`config.mk`:
```
export PLATFORM = sky130hd
export DESIGN_NAME = cpsc_core
export DESIGN_NICKNAME = d
export VERILOG_FILES = /design/src/cpsc_pkg.sv /design/src/cpsc_phase_gen.sv /design/src/cpsc_core.sv
export SDC_FILE = /design/constraint.sdc
export NUM_CORES = 1
export LEC_CHECK = 0
export ABC_CLOCK_PERIOD_IN_PS = 4600
export BUFFER_PORTS_ARGS = -buffer_cell sky130_fd_sc_hd__buf_4
export CAP_MARGIN = 20
export CORE_ASPECT_RATIO = 0.75
export CORE_UTILIZATION = 45
export CTS_BUF_LIST = sky130_fd_sc_hd__clkbuf_16
export CTS_CLUSTER_SIZE = 20
export DETAILED_ROUTE_END_ITERATION = 10
export GPL_ROUTABILITY_DRIVEN = 1
export MAX_ROUTING_LAYER = met4
export PLACE_DENSITY = 0.75
export SLEW_MARGIN = 10
export SYNTH_ARGS = -nofsm -noshare
export SYNTH_HDL_FRONTEND = slang
export SYNTH_SLANG_ARGS = --single-unit
```
`constraint.sdc`:
```
create_clock -name pclk -period 4.6 [get_ports pclk]
set_input_delay 0.92 -clock pclk [delete_from_list [all_inputs] [get_ports pclk]]
set_output_delay 0.92 -clock pclk [all_outputs]
set_load 0.02 [all_outputs]
```
`src/cpsc_pkg.sv`:
```
// Purpose: Shared constants for the pipeline and stack control block
// Assumes: APB register window, 32-bit data, one aligned word per register
// Notes:   Behaviour
// Behaviour
// RULE_01 - Stack error with option on: flag, then reset
// RULE_02 - Stack error with option off: flag only; an underflow pop here also loads the PC with PC_RESET
// RULE_03 - Stack flags cleared only by software or POR
// RULE_04 - One-entry shadow store, invisible to software
// RULE_05 - Any interrupt vector captures status, working, bank
// RULE_06 - Fast interrupt return restores shadow values
// RULE_07 - High-priority interrupt overwrites low-priority shadow
// RULE_08 - Fast call saves registers to shadow store
// RULE_09 - Fast return restores registers from shadow
// RULE_10 - Software uses even computed-jump offsets
// RULE_11 - Table read latches one program byte
// RULE_12 - Clock divided into four phases Q1-Q4
// RULE_13 - Fetch: PC increments Q1, word captured Q4
// RULE_14 - Execute: IR loads Q1, execute Q2-Q4
// RULE_15 - Operand read Q2, destination write Q4
// RULE_16 - Fetch overlaps execute, one cycle throughput
// RULE_17 - PC change discards prefetched word, two cycles
// RULE_18 - PC low write loads upper bits from latches
// RULE_19 - PC bit 0 held zero, step of two
// RULE_20 - Full flag bit 7, underflow bit 6
// RULE_21 - Phase generator restarts at Q1 after reset
package cpsc_pkg;

  localparam int          PC_W            = 21;
  localparam int          SP_W            = 5;
  localparam int          ADDR_W          = 8;

  // ==========================================================
  // Register offsets
  localparam logic [7:0]  OFF_CONFIG      = 8'h00;
  localparam logic [7:0]  OFF_STACK       = 8'h04;
  localparam logic [7:0]  OFF_PC_LATCH    = 8'h08;
  localparam logic [7:0]  OFF_TBL_PTR     = 8'h0C;
  localparam logic [7:0]  OFF_TBL_LATCH   = 8'h10;
  localparam logic [7:0]  OFF_PC          = 8'h14;
  localparam logic [7:0]  OFF_IR          = 8'h18;

  // ==========================================================
  // Field positions and reset values
  localparam int          CFG_SERE_BIT    = 0;
  localparam int          STK_FULL_BIT    = 7;
  localparam int          STK_UNF_BIT     = 6;
  localparam int          LATCH_UPPER_LSB = 8;
  localparam logic        CFG_SERE_RESET  = 1'b1;
  localparam logic [20:0] PC_RESET        = 21'h0_0000;
  localparam logic [20:0] PC_STEP         = 21'h0_0002;
  localparam logic [4:0]  SP_RESET        = 5'h00;
  localparam logic [4:0]  SP_MAX          = 5'h1F;
  localparam logic [4:0]  SP_ONE          = 5'h01;

  // ==========================================================
  // Flow operations reported by the execute unit
  typedef logic [3:0] cpsc_op_t;
  localparam cpsc_op_t OP_NONE        = 4'h0;
  localparam cpsc_op_t OP_BRANCH      = 4'h1;
  localparam cpsc_op_t OP_CALL        = 4'h2;
  localparam cpsc_op_t OP_CALL_FAST   = 4'h3;
  localparam cpsc_op_t OP_RETURN      = 4'h4;
  localparam cpsc_op_t OP_RETURN_FAST = 4'h5;
  localparam cpsc_op_t OP_RETURN_FROM_INTERRUPT      = 4'h6;
  localparam cpsc_op_t OP_RETURN_FROM_INTERRUPT_FAST = 4'h7;
  localparam cpsc_op_t OP_WRITE_PCL   = 4'h8;
  localparam cpsc_op_t OP_TABLE_READ  = 4'h9;

  // ==========================================================
  // Instruction-cycle phases
  typedef enum logic [3:0] {
    PH_Q1 = 4'b0001,
    PH_Q2 = 4'b0010,
    PH_Q3 = 4'b0100,
    PH_Q4 = 4'b1000
  } cpsc_phase_e;

endpackage : cpsc_pkg

```
`src/cpsc_phase_gen.sv`:
```
// Purpose: Divide-by-four phase ring for the instruction cycle
// Assumes: One clock, restart is a one-cycle pulse
// Notes:   Restart wins over rotation
`timescale 1ns/10ps
module cpsc_phase_gen
  import cpsc_pkg::*;
(
  input  wire logic        pclk,
  input  wire logic        presetn,
  input  wire logic        restart,
  output cpsc_phase_e      phase
);

  cpsc_phase_e phase_reg;
  cpsc_phase_e phase_next;

  // ==========================================================
  // Ring
  always_comb begin
    unique case (phase_reg)
      PH_Q1:   phase_next = PH_Q2;
      PH_Q2:   phase_next = PH_Q3;
      PH_Q3:   phase_next = PH_Q4;
      PH_Q4:   phase_next = PH_Q1;
      default: phase_next = PH_Q1;
    endcase
    if (restart) begin
      phase_next = PH_Q1; // [RULE_21]
    end
  end

  always_ff @(posedge pclk or negedge presetn) begin
    if (!presetn) begin
      phase_reg <= PH_Q1; // [RULE_12]
    end else begin
      phase_reg <= phase_next; // [RULE_12]
    end
  end

  assign phase = phase_reg;

  chk_phase_ring: assert property (@(posedge pclk) disable iff (!presetn) // [RULE_12]
    (phase_reg == PH_Q1 && !restart) |=> (phase_reg == PH_Q2))
    else $error("phase ring did not advance");

  chk_phase_restart: assert property (@(posedge pclk) disable iff (!presetn) // [RULE_21]
    restart |=> phase_reg == PH_Q1)
    else $error("phase did not restart at Q1");

endmodule : cpsc_phase_gen

```
`src/cpsc_core.sv`:
```
// Purpose: Fetch/execute pipeline, stack flags and shadow store control
// Assumes: Execute unit reports flow ops and interrupts during Q4
// Notes:   Registers on APB, zero wait states, unmapped gives pslverr
`timescale 1ns/10ps
module cpsc_core
  import cpsc_pkg::*;
(
  input  wire logic              pclk,
  input  wire logic              presetn,
  input  wire logic              psel,
  input  wire logic              penable,
  input  wire logic              pwrite,
  input  wire logic [ADDR_W-1:0] paddr,
  input  wire logic [31:0]       pwdata,
  output logic                   pready,
  output logic [31:0]            prdata,
  output logic                   pslverr,
  output logic [PC_W-1:0]        pm_addr,
  input  wire logic [15:0]       pm_rdata,
  output logic [15:0]            instruction_holding_register,
  output logic                   ir_valid,
  output logic [3:0]             phase_q,
  output logic                   dm_rd_strobe,
  output logic                   dm_wr_strobe,
  input  wire logic              op_valid,
  input  wire logic [3:0]        op_code,
  input  wire logic [PC_W-1:0]   op_target,
  input  wire logic [7:0]        op_data,
  input  wire logic              irq_take,
  input  wire logic [PC_W-1:0]   irq_vector,
  input  wire logic [7:0]        core_status,
  input  wire logic [7:0]        core_working_register,
  input  wire logic [3:0]        core_bank_select_register,
  output logic                   restore_en,
  output logic [7:0]             restore_status,
  output logic [7:0]             restore_working_register,
  output logic [3:0]             restore_bank_select_register,
  output logic                   device_reset
);

  // ==========================================================
  // State
  cpsc_phase_e      phase;
  logic [PC_W-1:0]  pc_reg,        pc_next;
  logic [PC_W-1:0]  pm_addr_reg,   pm_addr_next;
  logic [15:0]      fetch_reg,     fetch_next;
  logic             fvalid_reg,    fvalid_next;
  logic [15:0]      ir_reg,        ir_next;
  logic             irv_reg,       irv_next;
  logic             tpend_reg,     tpend_next;
  logic             tact_reg,      tact_next;
  logic [PC_W-1:0]  tptr_reg,      tptr_next;
  logic [7:0]       tlat_reg,      tlat_next;
  logic [4:0]       sp_reg,        sp_next;
  logic             full_reg,      full_next;
  logic             unf_reg,       unf_next;
  logic             sere_reg,      sere_next;
  logic [7:0]       lath_reg,      lath_next;
  logic [4:0]       latu_reg,      latu_next;
  logic [19:0]      shadow_reg,    shadow_next;
  logic             rest_reg,      rest_next;
  logic             drst_reg,      drst_next;
  logic             q4_go, op_go, do_push, do_pop, stk_err;
  logic             wr_acc, rd_setup, mapped;
  logic [31:0]      rdata_reg,     rdata_next;

  cpsc_phase_gen u_phase (
    .pclk    (pclk),
    .presetn (presetn),
    .restart (drst_reg),
    .phase   (phase)
  );

  assign q4_go  = (phase == PH_Q4) && !drst_reg;
  assign op_go  = q4_go && !irq_take && op_valid && irv_reg;
  assign wr_acc = psel && penable && pwrite;

  // ==========================================================
  // Pipeline, stack and register writes
  always_comb begin
    pc_next      = pc_reg;
    pm_addr_next = pm_addr_reg;
    fetch_next   = fetch_reg;
    fvalid_next  = fvalid_reg;
    ir_next      = ir_reg;
    irv_next     = irv_reg;
    tpend_next   = tpend_reg;
    tact_next    = tact_reg;
    tptr_next    = tptr_reg;
    tlat_next    = tlat_reg;
    sp_next      = sp_reg;
    full_next    = full_reg;
    unf_next     = unf_reg;
    sere_next    = sere_reg;
    lath_next    = lath_reg;
    latu_next    = latu_reg;
    shadow_next  = shadow_reg;
    rest_next    = 1'b0;
    drst_next    = 1'b0;
    do_push      = 1'b0;
    do_pop       = 1'b0;
    stk_err      = 1'b0;
    // Software writes first so that hardware events below win
    if (wr_acc) begin
      unique case (paddr)
        OFF_CONFIG:   sere_next = pwdata[CFG_SERE_BIT];
        OFF_STACK: begin
          sp_next = pwdata[4:0];
          if (!pwdata[STK_FULL_BIT]) full_next = 1'b0; // [RULE_03] [RULE_20]
          if (!pwdata[STK_UNF_BIT])  unf_next  = 1'b0; // [RULE_03] [RULE_20]
        end
        OFF_PC_LATCH: begin
          lath_next = pwdata[7:0];
          latu_next = pwdata[LATCH_UPPER_LSB +: 5];
        end
        OFF_TBL_PTR:  tptr_next = pwdata[PC_W-1:0];
        default:      ;
      endcase
    end
    if (drst_reg) begin
      // Device reset: flags, config and latches survive it
      pc_next      = PC_RESET;
      pm_addr_next = PC_RESET;
      sp_next      = SP_RESET;
      fvalid_next  = 1'b0;
      irv_next     = 1'b0;
      tpend_next   = 1'b0;
      tact_next    = 1'b0;
    end else if (phase == PH_Q1) begin
      if (tpend_reg) begin
        // Table cycle borrows the fetch slot; execute gets a bubble
        pm_addr_next = {tptr_reg[PC_W-1:1], 1'b0};
        irv_next     = 1'b0;
        tact_next    = 1'b1;
        tpend_next   = 1'b0;
      end else begin
        pm_addr_next = pc_reg;
        pc_next      = pc_reg + PC_STEP; // [RULE_13] [RULE_19]
        ir_next      = fetch_reg; // [RULE_14]
        irv_next     = fvalid_reg; // [RULE_16]
        tact_next    = 1'b0;
      end
    end else if (phase == PH_Q4) begin
      if (tact_reg) begin
        tlat_next = tptr_reg[0] ? pm_rdata[15:8] : pm_rdata[7:0]; // [RULE_11]
        tact_next = 1'b0;
      end else begin
        fetch_next  = pm_rdata; // [RULE_13]
        fvalid_next = 1'b1;
      end
      if (irq_take) begin
        do_push     = 1'b1;
        shadow_next = {core_status, core_working_register,
                       core_bank_select_register}; // [RULE_05] [RULE_07]
        pc_next     = {irq_vector[PC_W-1:1], 1'b0};
        fvalid_next = 1'b0; // [RULE_17]
      end else if (op_go) begin
        unique case (op_code)
          OP_BRANCH: begin
            pc_next     = {op_target[PC_W-1:1], 1'b0};
            fvalid_next = 1'b0; // [RULE_17]
          end
          OP_CALL, OP_CALL_FAST: begin
            do_push     = 1'b1;
            pc_next     = {op_target[PC_W-1:1], 1'b0};
            fvalid_next = 1'b0; // [RULE_17]
            if (op_code == OP_CALL_FAST) begin
              shadow_next = {core_status, core_working_register,
                             core_bank_select_register}; // [RULE_08]
            end
          end
          OP_RETURN, OP_RETURN_FAST, OP_RETURN_FROM_INTERRUPT, OP_RETURN_FROM_INTERRUPT_FAST: begin
            do_pop      = 1'b1;
            pc_next     = {op_target[PC_W-1:1], 1'b0};
            fvalid_next = 1'b0; // [RULE_17]
            rest_next   = (op_code == OP_RETURN_FAST) ||
                          (op_code == OP_RETURN_FROM_INTERRUPT_FAST); // [RULE_06] [RULE_09]
          end
          OP_WRITE_PCL: begin
            // Computed jump relies on software keeping the offset even
            pc_next     = {latu_reg, lath_reg, op_data[7:1], 1'b0}; // [RULE_18] [RULE_10]
            fvalid_next = 1'b0; // [RULE_17]
          end
          OP_TABLE_READ: tpend_next = 1'b1; // [RULE_11]
          default:       ;
        endcase
      end
    end
    if (do_push) begin
      if (sp_reg == SP_MAX) begin
        full_next = 1'b1; // [RULE_20]
        stk_err   = 1'b1;
      end else begin
        sp_next = sp_reg + SP_ONE;
        if (sp_reg == SP_MAX - SP_ONE) begin
          full_next = 1'b1; // [RULE_01] [RULE_02]
          stk_err   = 1'b1;
        end
      end
    end
    if (do_pop) begin
      if (sp_reg == SP_RESET) begin
        unf_next = 1'b1; // [RULE_01] [RULE_02]
        stk_err  = 1'b1;
        pc_next  = PC_RESET;
      end else begin
        sp_next = sp_reg - SP_ONE;
      end
    end
    drst_next = stk_err && sere_reg; // [RULE_01] [RULE_02]
  end

  always_ff @(posedge pclk or negedge presetn) begin
    if (!presetn) begin
      pc_reg      <= PC_RESET;
      pm_addr_reg <= PC_RESET;
      fetch_reg   <= 16'h0000;
      fvalid_reg  <= 1'b0;
      ir_reg      <= 16'h0000;
      irv_reg     <= 1'b0;
      tpend_reg   <= 1'b0;
      tact_reg    <= 1'b0;
      tptr_reg    <= PC_RESET;
      tlat_reg    <= 8'h00;
      sp_reg      <= SP_RESET;
      full_reg    <= 1'b0;
      unf_reg     <= 1'b0;
      sere_reg    <= CFG_SERE_RESET;
      lath_reg    <= 8'h00;
      latu_reg    <= 5'h00;
      shadow_reg  <= 20'h0_0000;
      rest_reg    <= 1'b0;
      drst_reg    <= 1'b0;
    end else begin
      pc_reg      <= pc_next;
      pm_addr_reg <= pm_addr_next;
      fetch_reg   <= fetch_next;
      fvalid_reg  <= fvalid_next;
      ir_reg      <= ir_next;
      irv_reg     <= irv_next;
      tpend_reg   <= tpend_next;
      tact_reg    <= tact_next;
      tptr_reg    <= tptr_next;
      tlat_reg    <= tlat_next;
      sp_reg      <= sp_next;
      full_reg    <= full_next;
      unf_reg     <= unf_next;
      sere_reg    <= sere_next;
      lath_reg    <= lath_next;
      latu_reg    <= latu_next;
      shadow_reg  <= shadow_next; // [RULE_04]
      rest_reg    <= rest_next;
      drst_reg    <= drst_next;
    end
  end

  // ==========================================================
  // APB read path, data registered in the setup cycle
  assign rd_setup = psel && !penable && !pwrite;
  always_comb begin
    mapped     = 1'b1;
    rdata_next = 32'h0000_0000;
    unique case (paddr)
      OFF_CONFIG:    rdata_next[CFG_SERE_BIT] = sere_reg;
      OFF_STACK: begin
        rdata_next[STK_FULL_BIT] = full_reg; // [RULE_20]
        rdata_next[STK_UNF_BIT]  = unf_reg; // [RULE_20]
        rdata_next[4:0]          = sp_reg;
      end
      OFF_PC_LATCH:  rdata_next[12:0]  = {latu_reg, lath_reg};
      OFF_TBL_PTR:   rdata_next[20:0]  = tptr_reg;
      OFF_TBL_LATCH: rdata_next[7:0]   = tlat_reg;
      OFF_PC:        rdata_next[20:0]  = pc_reg;
      OFF_IR:        rdata_next[15:0]  = ir_reg;
      default:       mapped = 1'b0;
    endcase
  end

  always_ff @(posedge pclk or negedge presetn) begin
    if (!presetn) begin
      rdata_reg <= 32'h0000_0000;
    end else if (rd_setup) begin
      rdata_reg <= rdata_next;
    end
  end

  assign pready  = 1'b1;
  assign pslverr = psel && penable && !mapped;
  assign prdata  = rdata_reg;

  // ==========================================================
  // Outputs
  assign pm_addr                      = pm_addr_reg;
  assign instruction_holding_register = ir_reg;
  assign ir_valid                     = irv_reg;
  assign phase_q                      = phase;
  assign dm_rd_strobe = irv_reg && (phase == PH_Q2); // [RULE_15]
  assign dm_wr_strobe = irv_reg && (phase == PH_Q4); // [RULE_15]
  assign restore_en                   = rest_reg;
  assign restore_status               = shadow_reg[19:12];
  assign restore_working_register     = shadow_reg[11:4];
  assign restore_bank_select_register = shadow_reg[3:0];
  assign device_reset                 = drst_reg;

  // ==========================================================
  // Checks
  chk_pc_even: assert property (@(posedge pclk) disable iff (!presetn) // [RULE_19]
    pc_reg[0] == 1'b0 && pm_addr_reg[0] == 1'b0)
    else $error("program counter bit 0 not zero");

  chk_fetch_step: assert property (@(posedge pclk) disable iff (!presetn) // [RULE_13]
    (phase == PH_Q1 && !drst_reg && !tpend_reg) |=>
      pc_reg == $past(pc_reg) + PC_STEP && pm_addr_reg == $past(pc_reg))
    else $error("fetch did not step by two");

  chk_flush_bubble: assert property (@(posedge pclk) disable iff (!presetn) // [RULE_17]
    (op_go && op_code == OP_BRANCH) |=> !fvalid_reg ##1 !irv_reg[*4])
    else $error("prefetched word not discarded");

  chk_stack_reset: assert property (@(posedge pclk) disable iff (!presetn) // [RULE_01]
    (stk_err && sere_reg) |=> (full_reg || unf_reg) && drst_reg
      ##1 sp_reg == SP_RESET && phase == PH_Q1)
    else $error("stack error did not reset device");

  chk_no_reset: assert property (@(posedge pclk) disable iff (!presetn) // [RULE_02]
    (stk_err && !sere_reg) |=> !drst_reg && (full_reg || unf_reg))
    else $error("stack error reset while option off");

  chk_flags_hold: assert property (@(posedge pclk) disable iff (!presetn) // [RULE_03]
    (full_reg && !(wr_acc && paddr == OFF_STACK)) |=> full_reg)
    else $error("full flag lost without software clear");

  chk_shadow_save: assert property (@(posedge pclk) disable iff (!presetn) // [RULE_05]
    (q4_go && irq_take) |=> restore_status == $past(core_status) &&
      restore_bank_select_register == $past(core_bank_select_register))
    else $error("shadow not captured on interrupt");

  chk_fast_restore: assert property (@(posedge pclk) disable iff (!presetn) // [RULE_06]
    (op_go && op_code == OP_RETURN_FROM_INTERRUPT_FAST) |=> restore_en &&
      $stable(shadow_reg) ##1 !restore_en)
    else $error("fast return did not restore");

  chk_table_byte: assert property (@(posedge pclk) disable iff (!presetn) // [RULE_11]
    (phase == PH_Q4 && tact_reg && !drst_reg) |=> tlat_reg ==
      ($past(tptr_reg[0]) ? $past(pm_rdata[15:8]) : $past(pm_rdata[7:0])))
    else $error("table latch byte wrong");

  chk_dm_phase: assert property (@(posedge pclk) disable iff (!presetn) // [RULE_15]
    dm_rd_strobe |=> ##1 dm_wr_strobe || !irv_reg)
    else $error("data write not two phases after read");

  cov_call_fast: cover property (@(posedge pclk) disable iff (!presetn)
    op_go && op_code == OP_CALL_FAST);
  cov_irq_take: cover property (@(posedge pclk) disable iff (!presetn)
    q4_go && irq_take);
  cov_underflow: cover property (@(posedge pclk) disable iff (!presetn)
    do_pop && sp_reg == SP_RESET);
  cov_table: cover property (@(posedge pclk) disable iff (!presetn)
    tact_reg && phase == PH_Q4);

endmodule : cpsc_core

```
==> results_dict.tcl <==
set metrics [dict create \
    stdcell_count 1266 \
    synth-xor-area-share 0.00401 \
    synth_area_um2 8740 \
    cap_violations 0 \
    synth_mux_area_frac 0.158 \
    die-width_um 163 \
    cp.depth 7 \
    grt_pass1_vias 7033 \
    root_buffer "clkbuf_16" \
    synth-compound-area-share 0.145 \
    required_ps 4940 \
    wl_um 26400 \
    tightest_slew_ps 1050 \
    multi_input_area_um2 4080 \
    die_height_um 123 \
    dp_hpwl_um 19400 \
    critPathTopFamily "simple AND/OR/NAND/NOR gates" \
    ys.flop_type "dfrtp_1" \
    yosys_register_bits 175 \
    fin_hold_ws_ps 471 \
    crit_path_max_incr_delay_ps 580 \
    finClkSkew_ps 8.62 \
    path_class "input port to flop" \
    place_congestion 0.942 \
    reg2regPathDepth 6 \
    route.detailed.drc 0 \
    post-cts-setup-buffers 0 \
    drtIter0Drc 966 \
    std_cell_rows 43 \
    clkSlewWorstSetupHoldPaths_ps 70 \
    arrival_ps 3340 \
    dpl-instance-area_um2 10500 \
    clock_latency_ps 440 \
    ys_seq_area_frac 0.501 \
    synth_top_family_by_area "multiplexers" \
    synth-simple-area-share 0.145 \
    wire_per_inst_um 20.8 \
    grt_max_degree 79 \
    boundaryPins 237 \
    endpoint_kind "flop" \
    async_flop_share 1.00 \
    ff_latch_area_um2 4380 \
    finalInstanceArea_um2 11100 \
    core_um2 18700 \
    port_buffers 210 \
    place_inst 1233 \
    cts.htree.levels 4 \
    ir_drop_mv 0.206 \
    final_max_slew_viol_count 0 \
    grt_usage 0.278 \
    cts_hold_buf 0 \
    fin_tns_setup_ps 0 \
    fp.dieArea_um2 20000 \
    cts.sinks 175 \
    diodes 0 \
    cts_made_buffers 17 \
    synthAdderAreaFrac 0.00716 \
    grt_pass1_wl_um 40300 \
    drtAntennaViolNets 0 \
    start_util 0.467 \
    min_path_type "input port to async pin" \
    grt_overflow 0 \
    post_cts_resized 0 \
    synth_edf_count 0 \
    critPathLaunchType "input port" \
    setup_viol 0 \
    fin_crit_sh 0.653 \
    cts_tree "done" \
    maxSlewHeadroom 0.302 \
    finalHoldViolCount 0 \
    fill_cells 1571 \
    period_needed_ps 3000 \
    first_pass_iters 5 \
    viasPerCell 5.89 \
    outcome "finished, final reports clean" \
    cp_slowest_cell "nor3_2" \
    path_max_fanout 18 \
    powerDensity_nw_per_um2 355 \
    grt_setup_unrepaired "no" \
    synthCells 821 \
    drive_gt1_frac 0.335 \
    final_common_cell "buf_4" \
    layout_common_cells "buf_4, dfrtp_1, nor2_1" \
    fin_nets 1148 \
    ys_types 65 \
    p_leak_nw 5.10 \
    areaGrowthSynthToFinish_pct 26.7 \
    antenna_found_initial 0 \
    vias 7451 \
    clock.fmax_ghz 0.333 \
    path_cells "buf_4 > nor3_2 > nor2_1 > o21ba_2 > nor2_2 > o211ai_1 > a31oi_1" \
    syn_avg_cell_area_um2 10.6 \
    clock_path_buffers 2 \
    cp.buffers_inverters 1 \
    yosys_warnings 0 \
]
final timing paths:
check | slack [ps] | end | start
max | 1600 | pc_reg[14] | op_code[0]
min | 470 | pm_addr[1] | presetn
max reg2reg | 1770 | pc_reg[20] | u_phase.phase[2]
min reg2reg | 490 | tlat_reg[3] | tlat_reg[3]
max in group asynchronous | 3250 | tptr_reg[17] | presetn
min in group pclk | 490 | tlat_reg[3] | tlat_reg[3]
synthesized netlist by cell type, drive strengths merged (9+ instances only):
cell type  count  share of area
buf           36          0.023
o21ai         34          0.019
mux2i         40          0.046
nor2          82          0.037
a22oi         27          0.023
nand2         63          0.027
clkbuf        30          0.013
nor3          11         0.0080
dfrtp        173           0.50
a211oi        23          0.020
nor3b          9         0.0083
mux2          87           0.11
a31oi         17          0.012
and3           9         0.0064
nand3         38          0.022
a21oi         27          0.015
a221oi        16          0.016
layer usage:
metal,global-route usage,share of wire
met2,0.399,0.44
met5,-,0
met1,0.390,0.45
met3,0.0730,0.090
met4,0.0683,0.016
layout make-up:
type,instances,share of cell area
clock buffer,17,0.0384
clock inverter,15,0.0148
inverter,5,0.00169
multi-input combinational,585,0.369
sequential,175,0.396
tap,247,0.0279
timing repair buffer,222,0.153
through the flow:
stage / util / setup slack, ps / power, W
4_1_cts: 0.591 / 1420 / 0.00394
3_3_place_gp: 0.559 / 985 / 0.00248
5_1_grt: 0.591 / 1440 / 0.00409
6_report: 0.591 / 1600 / 0.00393
2_1_floorplan: - / 1910 / 0.00215
3_5_place_dp: 0.559 / 957 / 0.00250
report_power, final:
group / switching [W] / internal, W
Combinational: 0.000342 / 0.000309
Sequential: 0.000149 / 0.00167
Clock: 0.000687 / 0.000773
Total: 0.00118 / 0.00275
logic make-up (layout without fill, tap and decap cells):
| group | count (synthesis) | in the layout |
|---|---|---|
| compound gates | 184 | 184 |
| xor+xnor | 4 | 4 |
| fa+ha+maj | 5 | 5 |
| buf+inv | 71 | 259 |
| flops | 175 | 175 |
| mux | 127 | 127 |
| other cells | 2 | 12 |
| simple gates | 253 | 253 |
Power figures use the tool's default switching activity.
